===== src/config_word_cfg.svh =====
// constants for the configuration word block: offsets, fields, resets
`ifndef CONFIG_WORD_CFG_SVH
`define CONFIG_WORD_CFG_SVH

// register indices; byte address is four times the index
`define CFG_WORD_IDX      14'h2007
`define CFG_STATUS_IDX    14'h0000
`define CFG_REGION_LO     14'h2000
`define CFG_REGION_HI     14'h3fff

// word layout
`define CFG_WORD_W        14
`define CFG_PAIR_A_HI     13
`define CFG_PAIR_B_HI     11
`define CFG_PAIR_C_HI     9
`define CFG_PAIR_D_HI     5
`define CFG_BOR_BIT       6
`define CFG_PWRT_BIT      3
`define CFG_WDT_BIT       2
`define CFG_OSC_HI        1

// status layout
`define CFG_ST_PROG_BIT   0
`define CFG_ST_MISM_BIT   1
`define CFG_ST_PROT_BIT   2

// erased word and reset values
`define CFG_ERASED_WORD   14'h3fff
`define CFG_CODE_OFF      2'h3
`define CFG_ADDR_ZERO     11'h000

// protection range limits
`define CFG_ADDR_200      11'h200
`define CFG_ADDR_400      11'h400
`define CFG_END_2K        11'h7ff
`define CFG_END_1K        11'h3ff
`define CFG_END_HALF      11'h1ff

`endif


===== src/config_word_pkg.sv =====
// types shared by the configuration word block
package config_word_pkg;

    // program memory sizes the protection decode understands
    typedef enum logic [1:0] {
        MEM_2K,
        MEM_1K,
        MEM_HALF
    } mem_size_e;

endpackage


===== src/config_word_code_protect.sv =====
// configuration word store, protection decode and wishbone access
// Function
// - programmed bits read zero, erased read one
// - word lives at address 2007h
// - 2000h-3FFFh reachable only in programming mode
// - protection pairs replicated at 13-8, 5-4
// - 2K decode: 10, 01, 00 ranges
// - 1K decode: 10 whole, 01, 00 ranges
// - 0.5K: any protecting code covers all
// - code 11 leaves memory unprotected
// - watchdog bit one enables, zero disables
`timescale 1ns/1ps
`include "config_word_cfg.svh"

module config_word_code_protect
    import config_word_pkg::*;
#(
    parameter mem_size_e              MEM_SIZE  = MEM_2K,
    parameter logic [`CFG_WORD_W-1:0] INIT_WORD = `CFG_ERASED_WORD
)
(
    input  wire logic        clk_i,
    input  wire logic        rst_i,
    // classic wishbone slave
    input  wire logic        cyc_i,
    input  wire logic        stb_i,
    input  wire logic        we_i,
    input  wire logic [15:0] adr_i,
    input  wire logic [3:0]  sel_i,
    input  wire logic [31:0] dat_i,
    output logic [31:0]      dat_o,
    output logic             ack_o,
    // programming mode entry pin, asynchronous
    input  wire logic        prog_mode_i,
    // decoded configuration
    output logic [1:0]       protect_pair_code_o,
    output logic             protect_active_o,
    output logic [10:0]      protect_lo_o,
    output logic [10:0]      protect_hi_o,
    output logic             pair_mismatch_o,
    output logic             watchdog_en_o,
    output logic             brownout_reset_en_o,
    output logic             powerup_timer_en_o,
    output logic [1:0]       osc_select_o
);

    logic [`CFG_WORD_W-1:0] word;
    logic [`CFG_WORD_W-1:0] next_word;
    logic                   prog_m1;
    logic                   prog_m2;
    logic                   prog_m3;
    logic                   prog_mode;
    logic                   next_prog_mode;
    logic                   ack;
    logic                   next_ack;
    logic [31:0]            rdata;
    logic [31:0]            next_rdata;
    logic [13:0]            idx;
    logic                   req;
    logic                   in_region;
    logic [1:0]             pair_a;
    logic [1:0]             pair_b;
    logic [1:0]             pair_c;
    logic [1:0]             pair_d;
    logic [1:0]             pair_code;
    logic                   mismatch;
    logic                   dec_protect;
    logic [10:0]            dec_lo;
    logic [10:0]            dec_hi;
    logic [1:0]             out_code;
    logic [1:0]             next_out_code;
    logic                   out_prot;
    logic                   next_out_prot;
    logic [10:0]            out_lo;
    logic [10:0]            next_out_lo;
    logic [10:0]            out_hi;
    logic [10:0]            next_out_hi;
    logic                   out_mism;
    logic                   next_out_mism;
    logic [5:0]             out_misc;
    logic [5:0]             next_out_misc;

    // programming pin crosses in; change counts once m2 and m3 agree
    always_comb begin
        next_prog_mode = prog_mode;
        if (prog_m2 == prog_m3) begin
            next_prog_mode = prog_m3;
        end
    end

    always_ff @(posedge clk_i) begin
        if (rst_i) begin
            prog_m1   <= 1'b0;
            prog_m2   <= 1'b0;
            prog_m3   <= 1'b0;
            prog_mode <= 1'b0;
        end else begin
            prog_m1   <= prog_mode_i;
            prog_m2   <= prog_m1;
            prog_m3   <= prog_m2;
            prog_mode <= next_prog_mode;
        end
    end

    // bus decode; the word index is the byte address over four
    assign idx       = adr_i[15:2];
    assign req       = cyc_i && stb_i && !ack;
    assign in_region = (idx >= `CFG_REGION_LO) &&
                       (idx <= `CFG_REGION_HI);

    // the four copies of the protection pair
    assign pair_a = word[`CFG_PAIR_A_HI -: 2];
    assign pair_b = word[`CFG_PAIR_B_HI -: 2];
    assign pair_c = word[`CFG_PAIR_C_HI -: 2];
    assign pair_d = word[`CFG_PAIR_D_HI -: 2];
    // a copy that disagrees must not weaken protection, so and them
    assign pair_code = pair_a & pair_b & pair_c & pair_d;
    assign mismatch  = (pair_a != pair_b) || (pair_a != pair_c) ||
                       (pair_a != pair_d);

    // write path: programming can only clear bits, never set them
    always_comb begin
        next_word = word;
        if (req && we_i && in_region && prog_mode &&
            (idx == `CFG_WORD_IDX)) begin
            if (sel_i[0]) begin
                next_word[7:0] = word[7:0] & dat_i[7:0];
            end
            if (sel_i[1]) begin
                next_word[13:8] = word[13:8] & dat_i[13:8];
            end
        end
    end

    // read path and single-cycle ack; unmapped reads give zero
    always_comb begin
        next_ack   = req;
        next_rdata = 32'h0000_0000;
        if (req && !we_i) begin
            if (idx == `CFG_STATUS_IDX) begin
                next_rdata[`CFG_ST_PROG_BIT] = prog_mode;
                next_rdata[`CFG_ST_MISM_BIT] = mismatch;
                next_rdata[`CFG_ST_PROT_BIT] = dec_protect;
            end else if (in_region && prog_mode &&
                         (idx == `CFG_WORD_IDX)) begin
                next_rdata[`CFG_WORD_W-1:0] = word;
            end
        end
    end

    always_ff @(posedge clk_i) begin
        if (rst_i) begin
            ack   <= 1'b0;
            rdata <= 32'h0000_0000;
        end else begin
            ack   <= next_ack;
            rdata <= next_rdata;
        end
    end

    // the stored word models nonvolatile cells; reset reloads INIT_WORD, dropping programmed bits
    always_ff @(posedge clk_i) begin
        if (rst_i) begin
            word <= INIT_WORD;
        end else begin
            word <= next_word;
        end
    end

    protect_range_decode u_decode (
        .code_i     (pair_code),
        .mem_size_i (MEM_SIZE),
        .protect_o  (dec_protect),
        .lo_o       (dec_lo),
        .hi_o       (dec_hi)
    );

    // outputs follow the word only outside programming, so a half
    // programmed word never reaches the rest of the chip
    always_comb begin
        next_out_code = out_code;
        next_out_prot = out_prot;
        next_out_lo   = out_lo;
        next_out_hi   = out_hi;
        next_out_mism = out_mism;
        next_out_misc = out_misc;
        if (!prog_mode) begin
            next_out_code = pair_code;
            next_out_prot = dec_protect;
            next_out_lo   = dec_lo;
            next_out_hi   = dec_hi;
            next_out_mism = mismatch;
            next_out_misc = {word[`CFG_BOR_BIT],
                             word[`CFG_PWRT_BIT],
                             word[`CFG_WDT_BIT],
                             1'b0,
                             word[`CFG_OSC_HI -: 2]};
        end
    end

    // reset shows the erased, unprotected default until loaded
    always_ff @(posedge clk_i) begin
        if (rst_i) begin
            out_code <= `CFG_CODE_OFF;
            out_prot <= 1'b0;
            out_lo   <= `CFG_ADDR_ZERO;
            out_hi   <= `CFG_ADDR_ZERO;
            out_mism <= 1'b0;
            out_misc <= 6'h3b;
        end else begin
            out_code <= next_out_code;
            out_prot <= next_out_prot;
            out_lo   <= next_out_lo;
            out_hi   <= next_out_hi;
            out_mism <= next_out_mism;
            out_misc <= next_out_misc;
        end
    end

    assign ack_o               = ack;
    assign dat_o               = rdata;
    assign protect_pair_code_o = out_code;
    assign protect_active_o    = out_prot;
    assign protect_lo_o        = out_lo;
    assign protect_hi_o        = out_hi;
    assign pair_mismatch_o     = out_mism;
    assign brownout_reset_en_o = out_misc[5];
    assign powerup_timer_en_o  = out_misc[4];
    assign watchdog_en_o       = out_misc[3];
    assign osc_select_o        = out_misc[1:0];

endmodule


===== src/protect_range_decode.sv =====
// decodes one protection pair into a protected address window
`timescale 1ns/1ps
`include "config_word_cfg.svh"

module protect_range_decode
    import config_word_pkg::*;
(
    input  wire logic [1:0]  code_i,
    input  wire mem_size_e   mem_size_i,
    output logic             protect_o,
    output logic [10:0]      lo_o,
    output logic [10:0]      hi_o
);

    // window per memory size; pure table, no state
    always_comb begin
        protect_o = (code_i != `CFG_CODE_OFF);
        lo_o      = `CFG_ADDR_ZERO;
        hi_o      = `CFG_ADDR_ZERO;
        unique case (mem_size_i)
            MEM_2K: begin
                hi_o = `CFG_END_2K;
                unique case (code_i)
                    2'h2: lo_o = `CFG_ADDR_400;
                    2'h1: lo_o = `CFG_ADDR_200;
                    2'h0: lo_o = `CFG_ADDR_ZERO;
                    2'h3: hi_o = `CFG_ADDR_ZERO;
                endcase
            end
            MEM_1K: begin
                hi_o = `CFG_END_1K;
                unique case (code_i)
                    2'h2: lo_o = `CFG_ADDR_ZERO;
                    2'h1: lo_o = `CFG_ADDR_200;
                    2'h0: lo_o = `CFG_ADDR_ZERO;
                    2'h3: hi_o = `CFG_ADDR_ZERO;
                endcase
            end
            MEM_HALF: begin
                // any code but off covers the whole half-size memory
                lo_o = `CFG_ADDR_ZERO;
                hi_o = protect_o ? `CFG_END_HALF
                                 : `CFG_ADDR_ZERO;
            end
            default: begin
                // illegal size code: report nothing protected
                protect_o = 1'b0;
            end
        endcase
    end

endmodule


===== config.mk =====
export PLATFORM = sky130hd
export DESIGN_NAME = config_word_code_protect
export DESIGN_NICKNAME = d
export VERILOG_FILES = /design/src/config_word_pkg.sv /design/src/config_word_code_protect.sv /design/src/protect_range_decode.sv
export VERILOG_INCLUDE_DIRS = /design/src
export SDC_FILE = /design/constraint.sdc
export NUM_CORES = 1
export LEC_CHECK = 0
export BUFFER_PORTS_ARGS = -buffer_cell sky130_fd_sc_hd__buf_2
export CORE_MARGIN = 2
export CORE_UTILIZATION = 38
export CTS_CLUSTER_SIZE = 16
export DETAILED_ROUTE_END_ITERATION = 12
export PLACE_DENSITY_LB_ADDON = 0.2
export SLEW_MARGIN = 20
export SYNTH_ARGS = -nofsm -noshare
export SYNTH_HDL_FRONTEND = slang
export SYNTH_SLANG_ARGS = --single-unit

===== constraint.sdc =====
create_clock -name clk_i -period 1.2 [get_ports clk_i]
set_input_delay 0.18 -clock clk_i [delete_from_list [all_inputs] [get_ports clk_i]]
set_output_delay 0.18 -clock clk_i [all_outputs]
set_load 0.02 [all_outputs]

==> results of run 1 <==
==> sequential cells by signal (all words and copies together) (netlist names) <==
| name | flops |
|---|---|
| ack_o | 1 |
| dat_o | 14 |
| out_misc | 5 |
| pair_mismatch_o | 1 |
| prog_m1 | 1 |
| prog_m2 | 1 |
| prog_m3 | 1 |
| prog_mode | 1 |
| protect_hi_o | 1 |
| protect_lo_o | 2 |
| protect_pair_code_o | 2 |
| word | 14 |
==> report_power, final <==
group          switching (W)  internal (W)
combinational       0.000137     0.0000783
sequential        0.00000245       0.00146
clock               0.000504      0.000616
total               0.000643       0.00216
==> layout by cell type, fill, tap and decap left out, types with 3 or more instances in the layout <==
cell type and instances:
a21oi_1 5, clkbuf_8 5, nand3b_1 15, nand2b_1 14
a22o_1 3, dfxtp_1 39, dfxtp_2 5, and3_1 4
conb_1 27, nor2_1 8, a211o_1 7, o21ai_1 13
nor2b_1 8, nor3_2 3, buf_4 9, and2_1 9
buf_2 72
==> kinds of logic (layout without fill, tap and decap cells) <==
| kind of cell | after synthesis | after routing | synth area share |
|---|---|---|---|
| adder cells (fa/ha/maj) | 2 | 2 | 0.0127 |
| multiplexers | 1 | 1 | 0.00507 |
| AND/OR/NAND/NOR | 80 | 80 | 0.265 |
| flip-flops | 44 | 44 | 0.446 |
| AO/OA/AOI/OAI | 31 | 31 | 0.0994 |
| buffers and inverters | 48 | 92 | 0.170 |
| other | 1 | 27 | 0.00190 |
==> stage by stage <==
step                total power (W)  TNS (ns)  worst slack (ns)  instance area (µm²)  cells
floorplan                   0.00170    -0.715           -0.0634                 2090    233
global placement            0.00171     -3.59            -0.206                 2290    339
detailed placement          0.00172     -4.14            -0.227                 2290    339
CTS                         0.00285     -1.89            -0.100                 2410    347
global route                0.00292     -3.66            -0.157                 2480    347
finish                      0.00280     -1.68           -0.0912                 2480    347
==> worst register-to-register path, delay by kind of cell (launching register included) <==
family	cells	cell delay, ns
DFF	1	0.33
buffers and inverters	1	0.13
and+or+nand+nor	3	0.66
AOI/OAI and AO/OA	1	0.12
==> layout make-up <==
type	instances	area share
repair buffers	84	0.189
well taps	70	0.0353
flip-flops and latches	44	0.357
clock buffers	5	0.0277
multi-input cells	141	0.373
clock inverters	3	0.0171
==> routing by layer <==
layer | vias up | wire [µm] | share of wire | GRT usage
li1 | 780 | - | - | -
met1 | 680 | 1830 | 0.46 | 0.179
met2 | 71 | 1720 | 0.43 | 0.221
met3 | 6 | 347 | 0.088 | 0.0486
met4 | 0 | 65 | 0.016 | 0.0545
met5 | - | 0 | 0 | 0
==> timing repair <==
action | 4_1_cts | 5_1_grt
gates resized for setup | 6 | 17
pin swaps | 0 | 2
hold buffers | 0 | 0
gates cloned | 0 | 0
endpoints found under the setup margin | 41 | 31
==> Yosys cell counts (2+ instances only) <==
cell | number | area, µm²
a211o_1 | 7 | 61.3
a21oi_1 | 5 | 25.0
a22o_1 | 3 | 26.3
and2_1 | 11 | 68.8
and3_1 | 5 | 31.3
buf_2 | 4 | 20.0
buf_4 | 38 | 285
clkbuf_1 | 4 | 15.0
dfxtp_1 | 44 | 881
ha_1 | 2 | 25.0
nand2_1 | 2 | 7.51
nand2b_1 | 14 | 87.6
nand3_1 | 2 | 10.0
nand3b_1 | 15 | 113
nor2_1 | 10 | 37.5
nor2b_1 | 8 | 50.1
nor3_1 | 4 | 20.0
o21ai_0 | 5 | 25.0
o21ai_1 | 10 | 50.1
==> worst min path at each step <==
stage          cells after the start         from      end  slack (ns)
2_1_floorplan                      1  prog_mode_i  prog_m1        0.31
3_3_place_gp                       2  prog_mode_i  prog_m1        0.40
3_5_place_dp                       2  prog_mode_i  prog_m1        0.39
4_1_cts                            2  prog_mode_i  prog_m1        0.07
5_1_grt                            2  prog_mode_i  prog_m1        0.09
6_report                           2  prog_mode_i  prog_m1        0.09
==> summary.txt, run 1 <==
GRT
  – Global-route wire length before repair: 6530 µm
  – GRT Util Overall: 0.141
  – Overflow after GRT: 0
  – Initial antenna violation count: 0
  – Vias in the first global route: 1403
  – Largest net degree at the start of global routing: 31

Routing
  – Final wirelength: 3960 µm
  – Initial DRC count: 63
  – # DRC: 0
  – DR pass1 iterations: 4
  – Avg WL per Cell: 11.4 µm
  – Drt via density: 4.43
  – Post-route antenna net violation count: 0
  – Total number of vias: 1537

STA
  – Slack of the critical path: -0.0912 ns
  – Final setup viols: 28
  – Crit path time final: 1.29 ns
  – Final Hold Viols: 0
  – Final hold slack: 0.0870 ns
  – Unrepaired setup endpoints after global routing: yes
  – Final period util: 1.08
  – Clock skew: 0.00624 ns
  – Max Slew Vio Count: 0
  – Fmax: 774 MHz

Clocking
  – Clock transition at the registers of the reported paths: 0.08 ns
  – H-Tree Depth: 2
  – Clk sink count: 44
  – Clock Path Buffers: 2
  – CTS tree: done
  – CTS root buf: clkbuf_8
  – CTS Buf Count: 5
  – Clk_lat worst skew: 0.30 ns
  – Setup Fix Bufs, Post-CTS: 0

Pwr
  – PwrDens: 1130 nW/µm²
  – P_leak: 1.12 nW
  – Peak VDD IR: 0.542 mV

Final layout
  – Final core occ: 0.489
  – Layout Nets: 336
  – # diodes: 0
  – Layout fillers: 519
  – Area of the multi-input gates: 927 µm²
  – Sequential cell area: 887 µm²
  – Layout area overhead: 25.7%
  – Fraction of layout cells with a size suffix above 1: 0.412

Setup path
  – Critical path endpoint category: register
  – Reg2Reg Depth: 5
  – Startpoint type of the worst setup path: register
  – Critical Path Stages: 5
  – Critical path data required time: 1.44 ns
  – CP max stage delay: 0.38 ns
  – Origin of the worst setup path: ack_o
  – CP endpoint: dat_o[0]
  – CP top delay family: simple AND/OR/NAND/NOR gates
  – Slowest cell on the critical path: or3_4
  – Worst Path Max Fanout: 3
  – CP Buf/Inv Count: 1
  – Crit Path Class: reg2reg
  – Reg2reg end: dat_o[0]
  – CP Cell Sequence: nand3b_1 > or3_4 > nor2_4 > buf_4 > a22o_1
  – Reg2Reg Launch Point: ack_o
  – CP Data Arrival Time: 1.53 ns
  – R2r setup slk: -0.09 ns

Synthesis
  – Post-synthesis sequential area ratio: 0.446
  – Ys Warns: 0
  – Synth cell types: 33
  – Yosys reg bits: 44
  – Post-synthesis instance total: 207
  – Mapped cell area: 1980 µm²
  – Async S/R FF share, synth: 0
  – Main flop type after synthesis: dfxtp_1
  – Mean Syn Cell Area: 9.54 µm²
  – Post-synth EDFFs: 0

Floorplanning
  – Die Wd: 76.1 µm
  – CORE AREA: 5070 µm²
  – Num rows: 26
  – Chip height: 76.1 µm
  – Starting Density: 0.389
  – Num ports: 122
  – Die ar.: 5790 µm²

Run
  – Max Cap Violations: 0

Place
  – DP HPWL: 2930 µm
  – PortBufs: 72
  – Routability congestion estimate: 0.742

Outcome
  – Failing checks: negative setup slack
  – Status: finished, violations left

Worst hold path
  – HP Class: in2reg
Power figures use the tool's default switching activity.
==> run 2: changes to the inputs <==
- BUFFER_PORTS_ARGS: -buffer_cell sky130_fd_sc_hd__buf_2 -> unset
- CORE_UTILIZATION: 38 -> 56
- DONT_BUFFER_PORTS: unset -> 1
==> run 2 against run 1 <==
  * The run still ends with negative setup slack left
  * Clock skew grew 0.0030 ns
  * Worst setup slack got worse by 0.014 ns
  * Critical path depth decreased by 1
  * First-iteration DRC count is 57% lower
  * Non-clock buffer count down 70
  * Via count is 12% lower
  * Core utilization is 12 points higher
  * Sequential share of layout area up 7.3 points
  * Register-to-register slack about the same
  * Final area fell by 17%
  * Routed wire length decreased by 1.8%
==> summary.txt, run 2 (synthesis results as in run 1) <==
STA
  – Slew HR: 0.392
  – Final period util: 1.09 (+0.0115)
  – Fmax: 766 MHz (-1.1%)
  – Clock skew: 0.00926 ns (+0.00302 ns)
  – Least-Margin Pin Slew: 0.909 ns
  – Crit path time final: 1.30 ns (+0.0138 ns)
  – Setup TNS: -2.06 ns (-0.377 ns)
  – Unrepaired setup endpoints after global routing: yes
  – Final setup viols: 42 (+50%)
  – Max Slew Vio Count: 0 (unchanged)
  – Slack of the critical path: -0.105 ns (-0.0138 ns)
  – Final Hold Viols: 0 (unchanged)

Pwr
  – Internal cell power: 0.00173 W (-20%)
  – PwrDens: 1100 nW/µm² (-2.1%)
  – Combinational share of power: 0.068 (-0.009)
  – P_leak: 0.785 nW (-30%)
  – Clock Power Share: 0.285 (-0.115)
  – P_sw: 0.000544 W (-15%)
  – Peak VDD IR: 0.687 mV (+27%)
  – Switching share of power: 0.239 (+0.0100)
  – Sequential share of power: 0.647 (+0.123)
  – Design Power: 0.00227 W (-19%)

Setup path
  – Crit Path Class: reg2reg
  – Worst Path Max Fanout: 7 (+4)
  – Critical path endpoint category: register
  – CP Data Arrival Time: 1.60 ns (+0.07 ns)
  – Critical path data required time: 1.50 ns (+0.06 ns)
  – R2r setup slk: -0.10 ns (about the same)
  – Reg2reg end: dat_o[1]
  – Reg2Reg Depth: 4 (-1)
  – Startpoint type of the worst setup path: register
  – Reg2Reg Launch Point: ack_o

Final layout
  – Non-filler cells, final: 253 (-27%)
  – Fraction of layout cells with a size suffix above 1: 0.164 (-0.247)
  – Most frequent cells in the layout: dfxtp_1 (41), conb_1 (27), nand3b_1 (15), nand2b_1 (14), o21ai_1 (13)
  – Most common cell after layout, fill and taps aside: dfxtp_1
  – Layout fillers: 319 (-39%)
  – Post-route cell area: 2060 µm² (-17%)
  – Sequential cell area: 885 µm² (-0.28%)
  – Area of the multi-input gates: 908 µm² (-2.0%)
  – # diodes: 0 (unchanged)
  – Layout area overhead: 4.12%
  – Layout Nets: 267 (-21%)

Place
  – Pre-CTS setup slack: -0.150 ns (+0.0761 ns)
  – Routability congestion estimate: 0.767 (+3.3%)
  – Instance area after placement: 1900 µm² (-17%)
  – # placed instances: 240 (-29%)
  – PortBufs: 0 (-100%)
  – DP HPWL: 2690 µm (-8.3%)

Clocking
  – H-Tree Depth: 2 (unchanged)
  – Clock transition at the registers of the reported paths: 0.12 ns (+0.04 ns)
  – CTS Buf Count: 5 (unchanged)
  – Clk sink count: 44 (unchanged)
  – Clk_lat worst skew: 0.34 ns (+0.04 ns)
  – CTS tree: done
  – Clock Path Buffers: 2 (unchanged)
  – CTS root buf: clkbuf_4

GRT
  – Largest net degree at the start of global routing: 31 (unchanged)
  – Overflow after GRT: 0 (unchanged)
  – Initial antenna violation count: 0 (unchanged)
  – Vias in the first global route: 1305 (-7.0%)
  – Global-route wire length before repair: 6180 µm (-5.4%)
  – GRT Util Overall: 0.200 (+0.0591)

Floorplanning
  – Num ports: 122 (unchanged)
  – CORE AREA: 3360 µm² (-34%)
  – Die Wd: 63.4 µm (-17%)
  – Starting Density: 0.587 (+0.198)
  – Num rows: 21 (-19%)
  – Die ar.: 4020 µm² (-31%)
  – Chip height: 63.4 µm (-17%)

Worst hold path
  – Hold Path Cell Cnt: 3 (+1)
  – HP Class: in2reg
  – Launch point of the worst hold path: sel_i[0]
  – Worst hold endpoint: word[4]

Routing
  – # DRC: 0 (unchanged)
  – Total number of vias: 1346 (-12%)
  – Post-route antenna net violation count: 0 (unchanged)
  – DR pass1 iterations: 4 (unchanged)
  – Drt via density: 5.32 (+20%)
  – Final wirelength: 3890 µm (-1.8%)
  – Initial DRC count: 27 (-57%)
  – Avg WL per Cell: 15.4 µm (+35%)

Outcome
  – Status: finished, violations left
  – Failing checks: negative setup slack

Run
  – Max Cap Violations: 0 (unchanged)
==> run 2: routing by layer <==
| layer | GRT usage | vias to the layer above | routed length (µm) |
|---|---|---|---|
| li1 | - | 640 | - |
| met1 | 0.236 | 619 | 1610 |
| met2 | 0.329 | 82 | 1850 |
| met5 | 0 | - | 0 |
| met3 | 0.0875 | 5 | 390 |
| met4 | 0.0598 | 0 | 38 |
==> run 2: through the flow <==
stage               hold slack (ns)  utilization
floorplan                     0.308            -
global placement              0.249        0.564
detailed placement            0.252        0.564
CTS                          0.0161        0.596
global route                0.00577        0.612
finish                       0.0257        0.612
==> run 2: repair_timing <==
action / CTS / global route
resized for setup: 9 / 7
hold buffers: 2 / 0
gates cloned: 1 / 1
buffers inserted: 1 / 1
hold endpoints to repair: 30 / 0
pin swaps: 9 / 7
endpoints found under the setup margin: 30 / 56
==> run 2: power groups by stage <==
stage                     Combinational, W  Clock [W]  Sequential, W
after floorplan                   0.000195          0        0.00150
after global placement            0.000125          0        0.00150
after detailed placement          0.000127          0        0.00150
after CTS                         0.000149   0.000669        0.00147
after global routing              0.000164   0.000757        0.00147
final                             0.000153   0.000648        0.00147
==> run 2: area by class of cell <==
type                    instances  share of cell area
multi-input cells             142               0.442
clock buffers                   6              0.0201
well taps                      46              0.0280
clock inverters                 1             0.00243
flip-flops and latches         44               0.430
repair buffers                 14              0.0779
==> run 2: worst max path at each step <==
stage               cells past startpoint  startpoint  slack, ns       end
global placement                        4       ack_o      -0.13  dat_o[0]
CTS                                     4       ack_o      -0.11  dat_o[1]
finish                                  4       ack_o      -0.10  dat_o[1]
global route                            6       ack_o      -0.19   word[9]
floorplan                               5       ack_o      -0.06  dat_o[9]
detailed placement                      4       ack_o      -0.15  dat_o[1]
==> run 2: worst max-delay path, cell delays in order, from the launching register on <==
cell	delay [ns]
dfxtp_2	0.34
nand3b_1	0.16
or3_4	0.40
nor2_4	0.19
a22o_1	0.17
